**src/tcw_pkg.sv**
```systemverilog
// Purpose: Shared constants and types for the capture select and watchdog block
// Assumes: 32-bit APB, one clock
// Notes: Offsets are byte addresses
package tcw_pkg;

  localparam logic [31:0] ADDR_CAP_CFG = 32'h4000_0014;
  localparam logic [31:0] ADDR_WD_CTRL = 32'h4200_0090;
  localparam logic [31:0] ADDR_WD_PRLD = 32'h4200_0094;
  localparam logic [31:0] ADDR_WD_STAT = 32'h4200_0098;
  localparam logic [31:0] ADDR_WD_KEY = 32'h4200_009C;
  localparam logic [31:0] ADDR_WD_CNTR = 32'h4200_00A0;
  localparam logic [31:0] ADDR_CAP0_FRC = 32'h4200_0100;
  localparam logic [31:0] ADDR_CAP0_UC = 32'h4200_0104;
  localparam logic [31:0] ADDR_CAP1_FRC = 32'h4200_0108;
  localparam logic [31:0] ADDR_CAP1_UC = 32'h4200_010C;
  localparam logic [31:0] ADDR_IRQ_STAT = 32'h4200_0110;
  localparam logic [31:0] ADDR_IRQ_CLR = 32'h4200_0114;
  localparam logic [31:0] ADDR_IRQ_EN = 32'h4200_0118;

  localparam int SEL_W = 3;
  localparam int SEL0_LSB = 0;
  localparam int SEL1_LSB = 4;
  localparam logic [2:0] SEL_RST = 3'h0;
  localparam int NUM_EVT = 6;

  localparam int WD_EN_BIT = 0;
  localparam int ST_DIG_BIT = 0;
  localparam int ST_ANA_BIT = 1;
  localparam int ST_ENA_BIT = 2;
  localparam logic [15:0] KEY_FIRST = 16'hE51A;
  localparam logic [15:0] KEY_SECOND = 16'hA35C;
  localparam logic [31:0] WD_PRLD_RST = 32'h0000_FFFF;

  localparam int IRQ_W = 3;
  localparam int IRQ_CAP0 = 0;
  localparam int IRQ_CAP1 = 1;
  localparam int IRQ_WD = 2;
  localparam logic [2:0] IRQ_RST = 3'h0;

  typedef enum logic [2:0] {
    EVT_P0_TX = 3'b000,
    EVT_P0_RX = 3'b001,
    EVT_P1_TX = 3'b010,
    EVT_P1_RX = 3'b011,
    EVT_P2_TX = 3'b100,
    EVT_P2_RX = 3'b101
  } tcw_evt_e;

  typedef enum logic [1:0] {
    KEY_IDLE = 2'b00,
    KEY_ARMED = 2'b01
  } tcw_key_e;

  typedef struct packed {
    logic [31:0] frc;
    logic [31:0] uc;
  } tcw_cap_s;

endpackage

```
**src/tcw_timer_capture_select_watchdog.sv**
```systemverilog
// Purpose: APB register file for capture source select and digital watchdog
// Assumes: All inputs synchronous to ref_clk; tmr_tick is the timer clock
// Notes: Read data is captured in the setup cycle, so pready is low only while ce is low
`timescale 1ns/10ps
`default_nettype none
module tcw_timer_capture_select_watchdog import tcw_pkg::*; #(
  parameter int CNT_W = 32
) (
  input wire logic ref_clk,
  input wire logic rst,
  input wire logic ce,
  input wire logic psel,
  input wire logic penable,
  input wire logic pwrite,
  input wire logic [31:0] paddr,
  input wire logic [31:0] pwdata,
  output logic [31:0] prdata,
  output logic pready,
  output logic pslverr,
  input wire logic [NUM_EVT-1:0] dma_evt,
  input wire logic tmr_tick,
  input wire tcw_cap_s cnt0_now,
  input wire tcw_cap_s cnt1_now,
  input wire logic analog_wd_flag,
  output logic wd_reset_req,
  output logic irq
);

  typedef struct packed {
    logic [SEL_W-1:0] sel0;
    logic [SEL_W-1:0] sel1;
    logic [CNT_W-1:0] preload;
    logic [IRQ_W-1:0] irq_stat;
    logic [IRQ_W-1:0] irq_en;
    logic [31:0] rdata;
    logic slverr;
  } tcw_regs_s;

  tcw_regs_s st_reg;
  tcw_regs_s st_next;

  logic setup_ph;
  logic wr_acc;
  logic cap0_pulse;
  logic cap1_pulse;
  logic wd_exp_pulse;
  logic wd_enabled;
  logic wd_expired;
  logic [CNT_W-1:0] wd_count;
  tcw_cap_s cap0;
  tcw_cap_s cap1;
  logic [IRQ_W-1:0] irq_set;
  logic [IRQ_W-1:0] irq_clr;
  logic [31:0] rd_val;
  logic rd_hit;

  // Zero-extend a narrow field into a bus word
  function automatic logic [31:0] zext3(input logic [2:0] v);
    zext3 = {29'h0, v};
  endfunction

  // Address match for a register
  function automatic logic hit(input logic [31:0] a, input logic [31:0] r);
    hit = (a == r);
  endfunction

  assign setup_ph = ce & psel & ~penable;
  assign wr_acc = ce & psel & penable & pwrite;
  // Ready drops with ce so a frozen block never completes a transfer
  assign pready = ce;

  tcw_capture_sel #(
    .N_EVT(NUM_EVT)
  ) u_cap0 (
    .ref_clk(ref_clk),
    .rst(rst),
    .ce(ce),
    .dma_evt(dma_evt),
    .sel(st_reg.sel0),
    .now_cnt(cnt0_now),
    .cap(cap0),
    .cap_pulse(cap0_pulse)
  );

  tcw_capture_sel #(
    .N_EVT(NUM_EVT)
  ) u_cap1 (
    .ref_clk(ref_clk),
    .rst(rst),
    .ce(ce),
    .dma_evt(dma_evt),
    .sel(st_reg.sel1),
    .now_cnt(cnt1_now),
    .cap(cap1),
    .cap_pulse(cap1_pulse)
  );

  tcw_watchdog #(
    .CNT_W(CNT_W)
  ) u_wd (
    .ref_clk(ref_clk),
    .rst(rst),
    .ce(ce),
    .tick(tmr_tick),
    .en_wr(wr_acc & hit(paddr, ADDR_WD_CTRL) & pwdata[WD_EN_BIT]),
    .key_wr(wr_acc & hit(paddr, ADDR_WD_KEY)),
    .key_data(pwdata[15:0]),
    .preload(st_reg.preload),
    .count(wd_count),
    .enabled(wd_enabled),
    .expired(wd_expired),
    .expire_pulse(wd_exp_pulse)
  );

  // Held until reset; the system reset controller acts on it
  assign wd_reset_req = wd_expired;

  always_comb begin
    rd_hit = 1'b1;
    rd_val = 32'h0000_0000;
    case (paddr)
      ADDR_CAP_CFG: begin
        // Reserved bits read zero
        rd_val = (zext3(st_reg.sel1) << SEL1_LSB) | (zext3(st_reg.sel0) << SEL0_LSB);
      end
      ADDR_WD_CTRL: rd_val[WD_EN_BIT] = wd_enabled;
      ADDR_WD_PRLD: rd_val[CNT_W-1:0] = st_reg.preload;
      ADDR_WD_STAT: begin
        rd_val[ST_DIG_BIT] = wd_expired;
        rd_val[ST_ANA_BIT] = analog_wd_flag;
        rd_val[ST_ENA_BIT] = wd_enabled;
      end
      ADDR_WD_KEY: rd_val = 32'h0000_0000;
      ADDR_WD_CNTR: rd_val[CNT_W-1:0] = wd_count;
      ADDR_CAP0_FRC: rd_val = cap0.frc;
      ADDR_CAP0_UC: rd_val = cap0.uc;
      ADDR_CAP1_FRC: rd_val = cap1.frc;
      ADDR_CAP1_UC: rd_val = cap1.uc;
      ADDR_IRQ_STAT: rd_val[IRQ_W-1:0] = st_reg.irq_stat;
      ADDR_IRQ_CLR: rd_val = 32'h0000_0000;
      ADDR_IRQ_EN: rd_val[IRQ_W-1:0] = st_reg.irq_en;
      default: rd_hit = 1'b0;
    endcase
  end

  always_comb begin
    irq_set = '0;
    irq_set[IRQ_CAP0] = cap0_pulse;
    irq_set[IRQ_CAP1] = cap1_pulse;
    irq_set[IRQ_WD] = wd_exp_pulse;
    irq_clr = '0;
    if (wr_acc && hit(paddr, ADDR_IRQ_CLR)) begin
      irq_clr = pwdata[IRQ_W-1:0];
    end
  end

  always_comb begin
    st_next = st_reg;
    // Set wins over a clear in the same cycle
    st_next.irq_stat = (st_reg.irq_stat & ~irq_clr) | irq_set;
    if (setup_ph) begin
      // Sampled at setup so the access cycle can finish at once
      st_next.rdata = pwrite ? 32'h0000_0000 : rd_val;
      st_next.slverr = ~rd_hit;
    end
    if (wr_acc) begin
      case (paddr)
        ADDR_CAP_CFG: begin
          st_next.sel0 = pwdata[SEL0_LSB +: SEL_W];
          st_next.sel1 = pwdata[SEL1_LSB +: SEL_W];
        end
        ADDR_WD_PRLD: st_next.preload = pwdata[CNT_W-1:0];
        ADDR_IRQ_EN: st_next.irq_en = pwdata[IRQ_W-1:0];
        default: st_next.preload = st_reg.preload;
      endcase
    end
  end

  always_ff @(posedge ref_clk) begin
    if (rst) begin
      st_reg.sel0 <= SEL_RST;
      st_reg.sel1 <= SEL_RST;
      st_reg.preload <= WD_PRLD_RST[CNT_W-1:0];
      st_reg.irq_stat <= IRQ_RST;
      st_reg.irq_en <= IRQ_RST;
      st_reg.rdata <= 32'h0000_0000;
      st_reg.slverr <= 1'b0;
    end else if (ce) begin
      st_reg <= st_next;
    end
  end

  assign prdata = st_reg.rdata;
  assign pslverr = st_reg.slverr;
  assign irq = |(st_reg.irq_stat & st_reg.irq_en);

endmodule
`default_nettype wire

```
**src/tcw_capture_sel.sv**
```systemverilog
// Purpose: Picks one DMA event, detects its rising edge, latches counters
// Assumes: Events synchronous to ref_clk
// Notes: Undefined select codes choose no event
`timescale 1ns/10ps
`default_nettype none
module tcw_capture_sel import tcw_pkg::*; #(
  parameter int N_EVT = NUM_EVT
) (
  input wire logic ref_clk,
  input wire logic rst,
  input wire logic ce,
  input wire logic [N_EVT-1:0] dma_evt,
  input wire logic [SEL_W-1:0] sel,
  input wire tcw_cap_s now_cnt,
  output tcw_cap_s cap,
  output logic cap_pulse
);

  typedef struct packed {
    logic prev;
    tcw_cap_s cap;
  } tcw_csel_s;

  tcw_csel_s st_reg;
  tcw_csel_s st_next;
  logic evt_lvl;
  logic edge_hit;

  always_comb begin
    evt_lvl = 1'b0;
    case (sel)
      EVT_P0_TX: evt_lvl = dma_evt[0];
      EVT_P0_RX: evt_lvl = dma_evt[1];
      EVT_P1_TX: evt_lvl = dma_evt[2];
      EVT_P1_RX: evt_lvl = dma_evt[3];
      EVT_P2_TX: evt_lvl = dma_evt[4];
      EVT_P2_RX: evt_lvl = dma_evt[5];
      default: evt_lvl = 1'b0;
    endcase
    edge_hit = evt_lvl & ~st_reg.prev;
    st_next = st_reg;
    st_next.prev = evt_lvl;
    if (edge_hit) begin
      st_next.cap = now_cnt;
    end
  end

  always_ff @(posedge ref_clk) begin
    if (rst) begin
      st_reg <= '0;
    end else if (ce) begin
      st_reg <= st_next;
    end
  end

  assign cap = st_reg.cap;
  assign cap_pulse = edge_hit & ce;

endmodule
`default_nettype wire

```
**src/tcw_watchdog.sv**
```systemverilog
// Purpose: Digital watchdog with two-word key and down-counter
// Assumes: tick marks one timer clock period
// Notes: Once enabled it cannot be turned off short of reset
`timescale 1ns/10ps
`default_nettype none
module tcw_watchdog import tcw_pkg::*; #(
  parameter int CNT_W = 32
) (
  input wire logic ref_clk,
  input wire logic rst,
  input wire logic ce,
  input wire logic tick,
  input wire logic en_wr,
  input wire logic key_wr,
  input wire logic [15:0] key_data,
  input wire logic [CNT_W-1:0] preload,
  output logic [CNT_W-1:0] count,
  output logic enabled,
  output logic expired,
  output logic expire_pulse
);

  typedef struct packed {
    logic en;
    tcw_key_e key_st;
    logic [CNT_W-1:0] cnt;
    logic exp;
  } tcw_wd_s;

  tcw_wd_s st_reg;
  tcw_wd_s st_next;
  logic serviced;

  always_comb begin
    st_next = st_reg;
    serviced = 1'b0;
    if (key_wr) begin
      case (st_reg.key_st)
        KEY_IDLE: st_next.key_st = (key_data == KEY_FIRST) ? KEY_ARMED : KEY_IDLE;
        KEY_ARMED: begin
          serviced = (key_data == KEY_SECOND);
          st_next.key_st = (key_data == KEY_FIRST) ? KEY_ARMED : KEY_IDLE;
        end
        default: st_next.key_st = KEY_IDLE;
      endcase
    end
    if (en_wr && !st_reg.en) begin
      st_next.en = 1'b1;
      st_next.cnt = preload;
    end else if (st_reg.en && !st_reg.exp) begin
      if (serviced) begin
        st_next.cnt = preload;
      end else if (tick) begin
        if (st_reg.cnt == '0) begin
          st_next.exp = 1'b1;
        end else begin
          st_next.cnt = st_reg.cnt - 1'b1;
        end
      end
    end
  end

  always_ff @(posedge ref_clk) begin
    if (rst) begin
      st_reg <= '{en: 1'b0, key_st: KEY_IDLE, cnt: '0, exp: 1'b0};
    end else if (ce) begin
      st_reg <= st_next;
    end
  end

  assign count = st_reg.cnt;
  assign enabled = st_reg.en;
  assign expired = st_reg.exp;
  assign expire_pulse = ce & st_next.exp & ~st_reg.exp;

endmodule
`default_nettype wire

```
**config.mk**
```make
export PLATFORM = sky130hd
export DESIGN_NAME = tcw_timer_capture_select_watchdog
export DESIGN_NICKNAME = d
export VERILOG_FILES = /design/src/tcw_pkg.sv /design/src/tcw_timer_capture_select_watchdog.sv /design/src/tcw_capture_sel.sv /design/src/tcw_watchdog.sv
export SDC_FILE = /design/constraint.sdc
export NUM_CORES = 1
export LEC_CHECK = 0
export BUFFER_PORTS_ARGS = -buffer_cell sky130_fd_sc_hd__buf_2
export CORE_AREA = 2 2 154 156
export DETAILED_ROUTE_END_ITERATION = 6
export DIE_AREA = 0 0 156 158
export MAX_ROUTING_LAYER = met4
export PLACE_DENSITY_LB_ADDON = 0.25
export SYNTH_ARGS = -nofsm -noshare
export SYNTH_HDL_FRONTEND = slang
export SYNTH_SLANG_ARGS = --single-unit
```
**constraint.sdc**
```tcl
create_clock -name ref_clk -period 2.55 [get_ports ref_clk]
set_clock_uncertainty 0.1 [all_clocks]
set_input_delay 0.1275 -clock ref_clk [delete_from_list [all_inputs] [get_ports ref_clk]]
set_output_delay 0.1275 -clock ref_clk [all_outputs]
set_load 0.005 [all_outputs]
```
* Yosys cells after proc, flatten, opt, wreduce, memory -nomap -nowiden
Cells that the tools add are included.
Word-level totals: register bits 243, input bits 206
Cells by class: $add $sub $neg 1, equality and inequality tests 27, mux-type cells 20, bitwise logic cells 23, reductions and logical operators 23
Operators by type and width (count):
- 32-bit by 31-bit equality test with 1-bit output (second input constant) | 13
- 29-bit case mux with 7 select lines | 1
- 32-bit two-way mux | 4
- 33-bit two-way mux | 2
- 16-bit equality test (second input constant) | 2
- 32-bit logical NOT | 1
- 32-bit by 1-bit subtractor with 32-bit output (second input constant) | 1
- 2-bit case mux with 10 select lines | 1
- 1-bit bitwise AND | 13
- 13-bit OR reduction | 1
- 3-bit by 2-bit equality test with 1-bit output (second input constant) | 4
- 3-bit equality test (second input constant) | 4
- 1-bit case mux with 6 select lines | 2
- 1-bit case mux with 11 select lines | 1
- 2-bit AND reduction | 5
- 3-bit AND reduction | 3
- 1-bit two-way mux | 7
- 7-bit by 3-bit bitwise OR with 7-bit output | 1
- 3-bit bitwise AND | 2
- 3-bit by 1-bit equality test with 1-bit output (second input constant) | 2
- 3-bit logical NOT | 2
- 1-bit NOT | 5
- 4-bit AND reduction | 1
- 1-bit logical AND | 3
- 12 further kinds | 13

* Depth between registers and ports, before layout
depth after elaboration 11, mapped depth 12, depth with buffers taken out 9

* Modules after synthesis
Synthesis repeated with hierarchy kept, for this count alone.
Unflattened totals: cell total of the unflattened synthesis 1596, area total of the unflattened synthesis 13910.8 µm²
Modules (own cells, without submodules):
- tcw_capture_sel | times used 2, cells each 352, area each 3427.0 µm²
- tcw_timer_capture_select_watchdog | times used 1, cells each 549, area each 4404.2 µm²
- tcw_watchdog | times used 1, cells each 343, area each 2652.5 µm²

* Worst setup path before layout
OpenSTA, ideal clock, no wires.
kind register -> register, start point register u_wd.st_reg (netlist bit u_wd.count[0]), end point register u_wd.st_reg (netlist bit u_wd.count[13]), setup time 0.136 ns, data arrival time 2.352 ns, setup slack -0.037 ns, cell stages (with the launch flop) 13, buffers on the path 3, path through dfxtp_1 > inv_1 > ha_1 > or4b_1 > buf_2 > nor4_4 > and3_1 > a21oi_2 > or2_1 > buf_6 > buf_6 > nor2_1 > a211oi_2
On the way: word-level cells in the longest chain between the ends 6
Ends and longest elaborated chain:
- from (decl) | RTL line tcw_watchdog.sv:30 | tcw_wd_s st_reg;
- from (signal assigned) | RTL line tcw_watchdog.sv:65 | st_reg <= '{en: 1'b0, key_st: KEY_IDLE, cnt: '0, exp: 1'b0};
- from (signal assigned) | RTL line tcw_watchdog.sv:67 | st_reg <= st_next;
- 32-bit by 1-bit subtractor with 32-bit output | RTL line tcw_watchdog.sv:57 | st_next.cnt = st_reg.cnt - 1'b1;
- 32-bit two-way mux | RTL line tcw_watchdog.sv:54 | if (st_reg.cnt == '0) begin
- 33-bit two-way mux | RTL line tcw_watchdog.sv:53 | end else if (tick) begin
- 32-bit two-way mux | RTL line tcw_watchdog.sv:51 | if (serviced) begin
- 33-bit two-way mux | RTL line tcw_watchdog.sv:50 | end else if (st_reg.en && !st_reg.exp) begin
- 32-bit two-way mux | RTL line tcw_watchdog.sv:47 | if (en_wr && !st_reg.en) begin
Several ways; a longest one is shown, not always the timed one. The select of a mux whose other input is x is not followed. A chain may end at the register's enable or synchronous reset.

* Worst setup path after layout
start point input port ce, end point register st_reg[35] (netlist name)
On the way: word-level cells in the longest chain between the ends 4
Ends and longest elaborated chain:
- from (decl) | RTL line tcw_timer_capture_select_watchdog.sv:11 | input wire logic ce,
- 1-bit bitwise AND (3 in series) | RTL line tcw_timer_capture_select_watchdog.sv:68 | assign wr_acc = ce & psel & penable & pwrite;
- 3-bit AND reduction (no line) (*)
- to (signal assigned) | RTL line tcw_timer_capture_select_watchdog.sv:189 | st_reg <= st_next;
- to (decl) | RTL line tcw_timer_capture_select_watchdog.sv:39 | tcw_regs_s st_reg;
Every way passes the cells marked *; elsewhere a longest branch is shown, timed or not.

==> results.json <==
{
  "timing.hold.worst.class": "in -> reg",
  "clock_sink_count": 242,
  "number_of_antenna_violations_at_the_first_check_in_global_routing": 0,
  "vdd_ir_drop_max_mv": 0.476,
  "reg2reg_slack_ns": 0.10,
  "max-cap-violations": 0,
  "place.port_buffers": 241,
  "drt.antenna.violating_nets": 0,
  "grt_setup_unrepaired": "no",
  "avgViaCountPerCell": 5.85,
  "power_leakage_nw": 5.97,
  "clock_transition_time_at_the_flip_flop_clock_pins_of_the_worst_setup_and_hold_paths_ns": 0.06,
  "worst_skew_pair_latency_ns": 0.56,
  "drt_pre_antenna_iters": 7,
  "yosys_most_used_dff": "sky130_fd_sc_hd__dfxtp_1",
  "post_synth_most_frequent_cells": "sky130_fd_sc_hd__nand2_1, sky130_fd_sc_hd__dfxtp_1, sky130_fd_sc_hd__a21oi_1, sky130_fd_sc_hd__o21ai_0, sky130_fd_sc_hd__clkbuf_1",
  "diode_insertion_count_for_antenna_repair": 0,
  "timing.final.max_slew_violations": 0,
  "largest_net_degree_at_the_start_of_global_routing": 110,
  "post-cts-setup-buffer-count": 0,
  "io-pin-count": 242,
  "post_synth_main_area_contributors": "sky130_fd_sc_hd__dfxtp_1, sky130_fd_sc_hd__nand2_1, sky130_fd_sc_hd__a21oi_1",
  "post-route-min-period_ns": 2.49,
  "layout-drive-gt1-share": 0.230,
  "worstSetupEndpointType": "register",
  "final_hold_viol_count": 0,
  "design_area_um2": 15700,
  "ys_types": 73,
  "grt-ovfl-total": 0,
  "yosys.area.top_type": "sky130_fd_sc_hd__dfxtp_1",
  "die_x_um": 156,
  "worst_slew_margin_rel": 0.407,
  "yosysMostFrequentCell": "sky130_fd_sc_hd__nand2_1",
  "setup_viol_count_final": 0,
  "core_area_um2": 23100,
  "fp-row-count": 56,
  "grt_first_pass_wirelength_um": 64100,
  "ys_warn_count": 0,
  "synthesis.area_um2": 11300,
  "ws_path_type": "in -> reg",
  "critPathLaunchType": "input pin",
  "cellPowerDensity_nw_per_um2": 546,
  "area_growth_syn_to_layout_pct": 38.4,
  "grt_pass1_vias": 12100,
  "timing.hold.worst_path_depth": 2,
  "finalCoreUtilization": 0.681,
  "final_min_period_over_clock_period": 0.976,
  "asyncSetResetFlopFracSynth": 0,
  "clock.fmax_ghz": 0.402,
  "dr_total_vias": 12600,
  "netlist_instances": 1453,
  "post_synth.cell_area_avg_um2": 7.80,
  "timing.setup.tns_ns": 0,
  "seq_area_frac_synth": 0.427,
  "fraction_of_synthesized_cell_area_taken_by_the_top_area_cell_type": 0.427,
  "synth_edf_count": 0,
  "synthesized_net_count": 1660,
  "final_nets": 2056,
  "cts-htree-levels": 1,
  "die_height_um": 158,
  "routed_wire_length_per_instance_um": 19.3,
  "die-area_um2": 24600,
  "wirelength_um": 41500,
  "worst-path-max-fanout": 13,
  "drt_first_iter_violations": 1180,
  "cts-buffers-inserted": 26,
  "cts_max_path_buffers": 3,
  "postSynthRegisterBits": 242,
  "remaining_drc_errors": 0,
  "gp_routability_congestion": 0.980,
  "worst-r2r-cell-count": 8,
  "max_slew.worst_pin.slew_ns": 0.889,
  "clk_root_buffer_cell": "sky130_fd_sc_hd__clkbuf_16",
  "place.detailed.hpwl_um": 26400,
  "crit_arrival_ns": 2.80,
  "run_status": "finished, final reports clean",
  "cts_tree": "built",
  "timing.critical_path.required_ns": 2.86,
  "initial_utilization": 0.492,
  "detailed_place.area_um2": 13200,
  "total_grt_usage": 0.339
}
-- worst paths after layout --
| check | to | start |
|---|---|---|
| hold / removal | st_reg[33]$_SDFFE_PP0P_ | rst |
| hold reg to reg | prdata[22]$_SDFFE_PP0P_ | prdata[22]$_SDFFE_PP0P_ |
| setup reg to reg | u_wd.count[2]$_SDFFE_PP0P_ | u_wd.count[8]$_SDFFE_PP0P_ |
| setup / recovery | st_reg[35]$_SDFFE_PP0P_ | ce |
-- worst max-delay path, cell delays in order --
cell	delay [ns]
sky130_fd_sc_hd__dlygate4sd3_1	0.56
sky130_fd_sc_hd__buf_2	0.13
sky130_fd_sc_hd__buf_4	0.21
sky130_fd_sc_hd__nand4_1	0.10
sky130_fd_sc_hd__dlygate4sd3_1	0.60
sky130_fd_sc_hd__nor3_4	0.26
sky130_fd_sc_hd__mux2i_1	0.21
sky130_fd_sc_hd__dlygate4sd3_1	0.56
sky130_fd_sc_hd__nor2_1	0.04
-- layer usage --
layer	share of wire	vias to the layer above	global-route usage	wire [um]
met3	0.083	116	0.0539	3450
li1	-	5904	-	-
met2	0.47	659	0.539	19300
met1	0.42	5944	0.443	17300
met5	0	-	-	0
met4	0.034	0	0.113	1410
-- placed cells by master, fill, tap and decap left out, types with 6 or more instances in the layout --
| cell type | synthesis | final |
|---|---|---|
| sky130_fd_sc_hd__dfxtp_1 | 242 | 242 |
| sky130_fd_sc_hd__xnor2_1 | 7 | 7 |
| sky130_fd_sc_hd__clkbuf_16 | 0 | 26 |
| sky130_fd_sc_hd__a221oi_1 | 33 | 33 |
| sky130_fd_sc_hd__a222oi_1 | 30 | 30 |
| sky130_fd_sc_hd__buf_12 | 0 | 13 |
| sky130_fd_sc_hd__nor3_1 | 20 | 19 |
| sky130_fd_sc_hd__dlygate4sd3_1 | 0 | 165 |
| sky130_fd_sc_hd__a211oi_1 | 12 | 12 |
| sky130_fd_sc_hd__a22oi_1 | 10 | 10 |
| sky130_fd_sc_hd__and4_1 | 6 | 6 |
| sky130_fd_sc_hd__and3_1 | 9 | 8 |
| sky130_fd_sc_hd__nor2_1 | 51 | 50 |
| sky130_fd_sc_hd__nor2b_1 | 17 | 16 |
| sky130_fd_sc_hd__o21ai_0 | 78 | 78 |
| sky130_fd_sc_hd__mux2i_1 | 7 | 7 |
| sky130_fd_sc_hd__nand4_1 | 15 | 15 |
| sky130_fd_sc_hd__o21ai_1 | 12 | 12 |
| sky130_fd_sc_hd__a31oi_1 | 6 | 6 |
| sky130_fd_sc_hd__nand2_1 | 403 | 403 |
| sky130_fd_sc_hd__inv_1 | 17 | 15 |
| sky130_fd_sc_hd__a211o_1 | 17 | 17 |
| sky130_fd_sc_hd__buf_2 | 17 | 240 |
| sky130_fd_sc_hd__nor4_1 | 14 | 14 |
| sky130_fd_sc_hd__nand3_1 | 17 | 17 |
| sky130_fd_sc_hd__buf_4 | 33 | 88 |
| sky130_fd_sc_hd__a21oi_1 | 185 | 185 |
-- per-stage QoR --
stage | hold WS [ns] | power, W | setup slack (ns) | cells
final | 0.00570 | 0.00857 | 0.0603 | 2156
after floorplan | 0.145 | 0.00429 | 0.00213 | 1453
after detailed placement | 0.253 | 0.00462 | -0.0548 | 1946
after global routing | 0.0502 | 0.00881 | 0.00639 | 2156
after global placement | 0.242 | 0.00461 | -0.00767 | 1946
after CTS | 0.0180 | 0.00855 | 0.00378 | 2156
-- repair_timing --
item                                   CTS  global route
endpoints found under the hold margin  176             0
setup endpoints to repair               22            32
resized for setup                        1             4
hold buffers                           165             0
pin swaps                                0             4
-- area by class of cell --
type	count	area [um2]
well taps	290	363
inverters	18	67.6
fillers	1863	7350
flip-flops and latches	242	4840
repair buffers	507	3780
clock inverters	9	123
clock buffers	36	738
multi-input cells	1054	5780
-- cells by family (layout without fill, tap and decap cells) --
group | Yosys count | in the layout | share of synthesized area
flip-flops | 242 | 242 | 0.427
multiplexers | 14 | 14 | 0.0151
adder cells (fa/ha/maj) | 1 | 1 | 0.00110
XOR/XNOR | 11 | 11 | 0.00850
buffers and inverters | 157 | 570 | 0.0675
AND/OR/NAND/NOR | 609 | 609 | 0.247
AO/OA/AOI/OAI | 419 | 419 | 0.234
-- where the power goes --
group / leakage [nW] / internal, W / switching [W]
combinational: 3.58 / 0.000414 / 0.000421
clock: 0.422 / 0.00222 / 0.00157
sequential: 1.96 / 0.00388 / 0.0000536
total: 5.97 / 0.00652 / 0.00205
No activity file was read; power rests on OpenSTA's default activity.
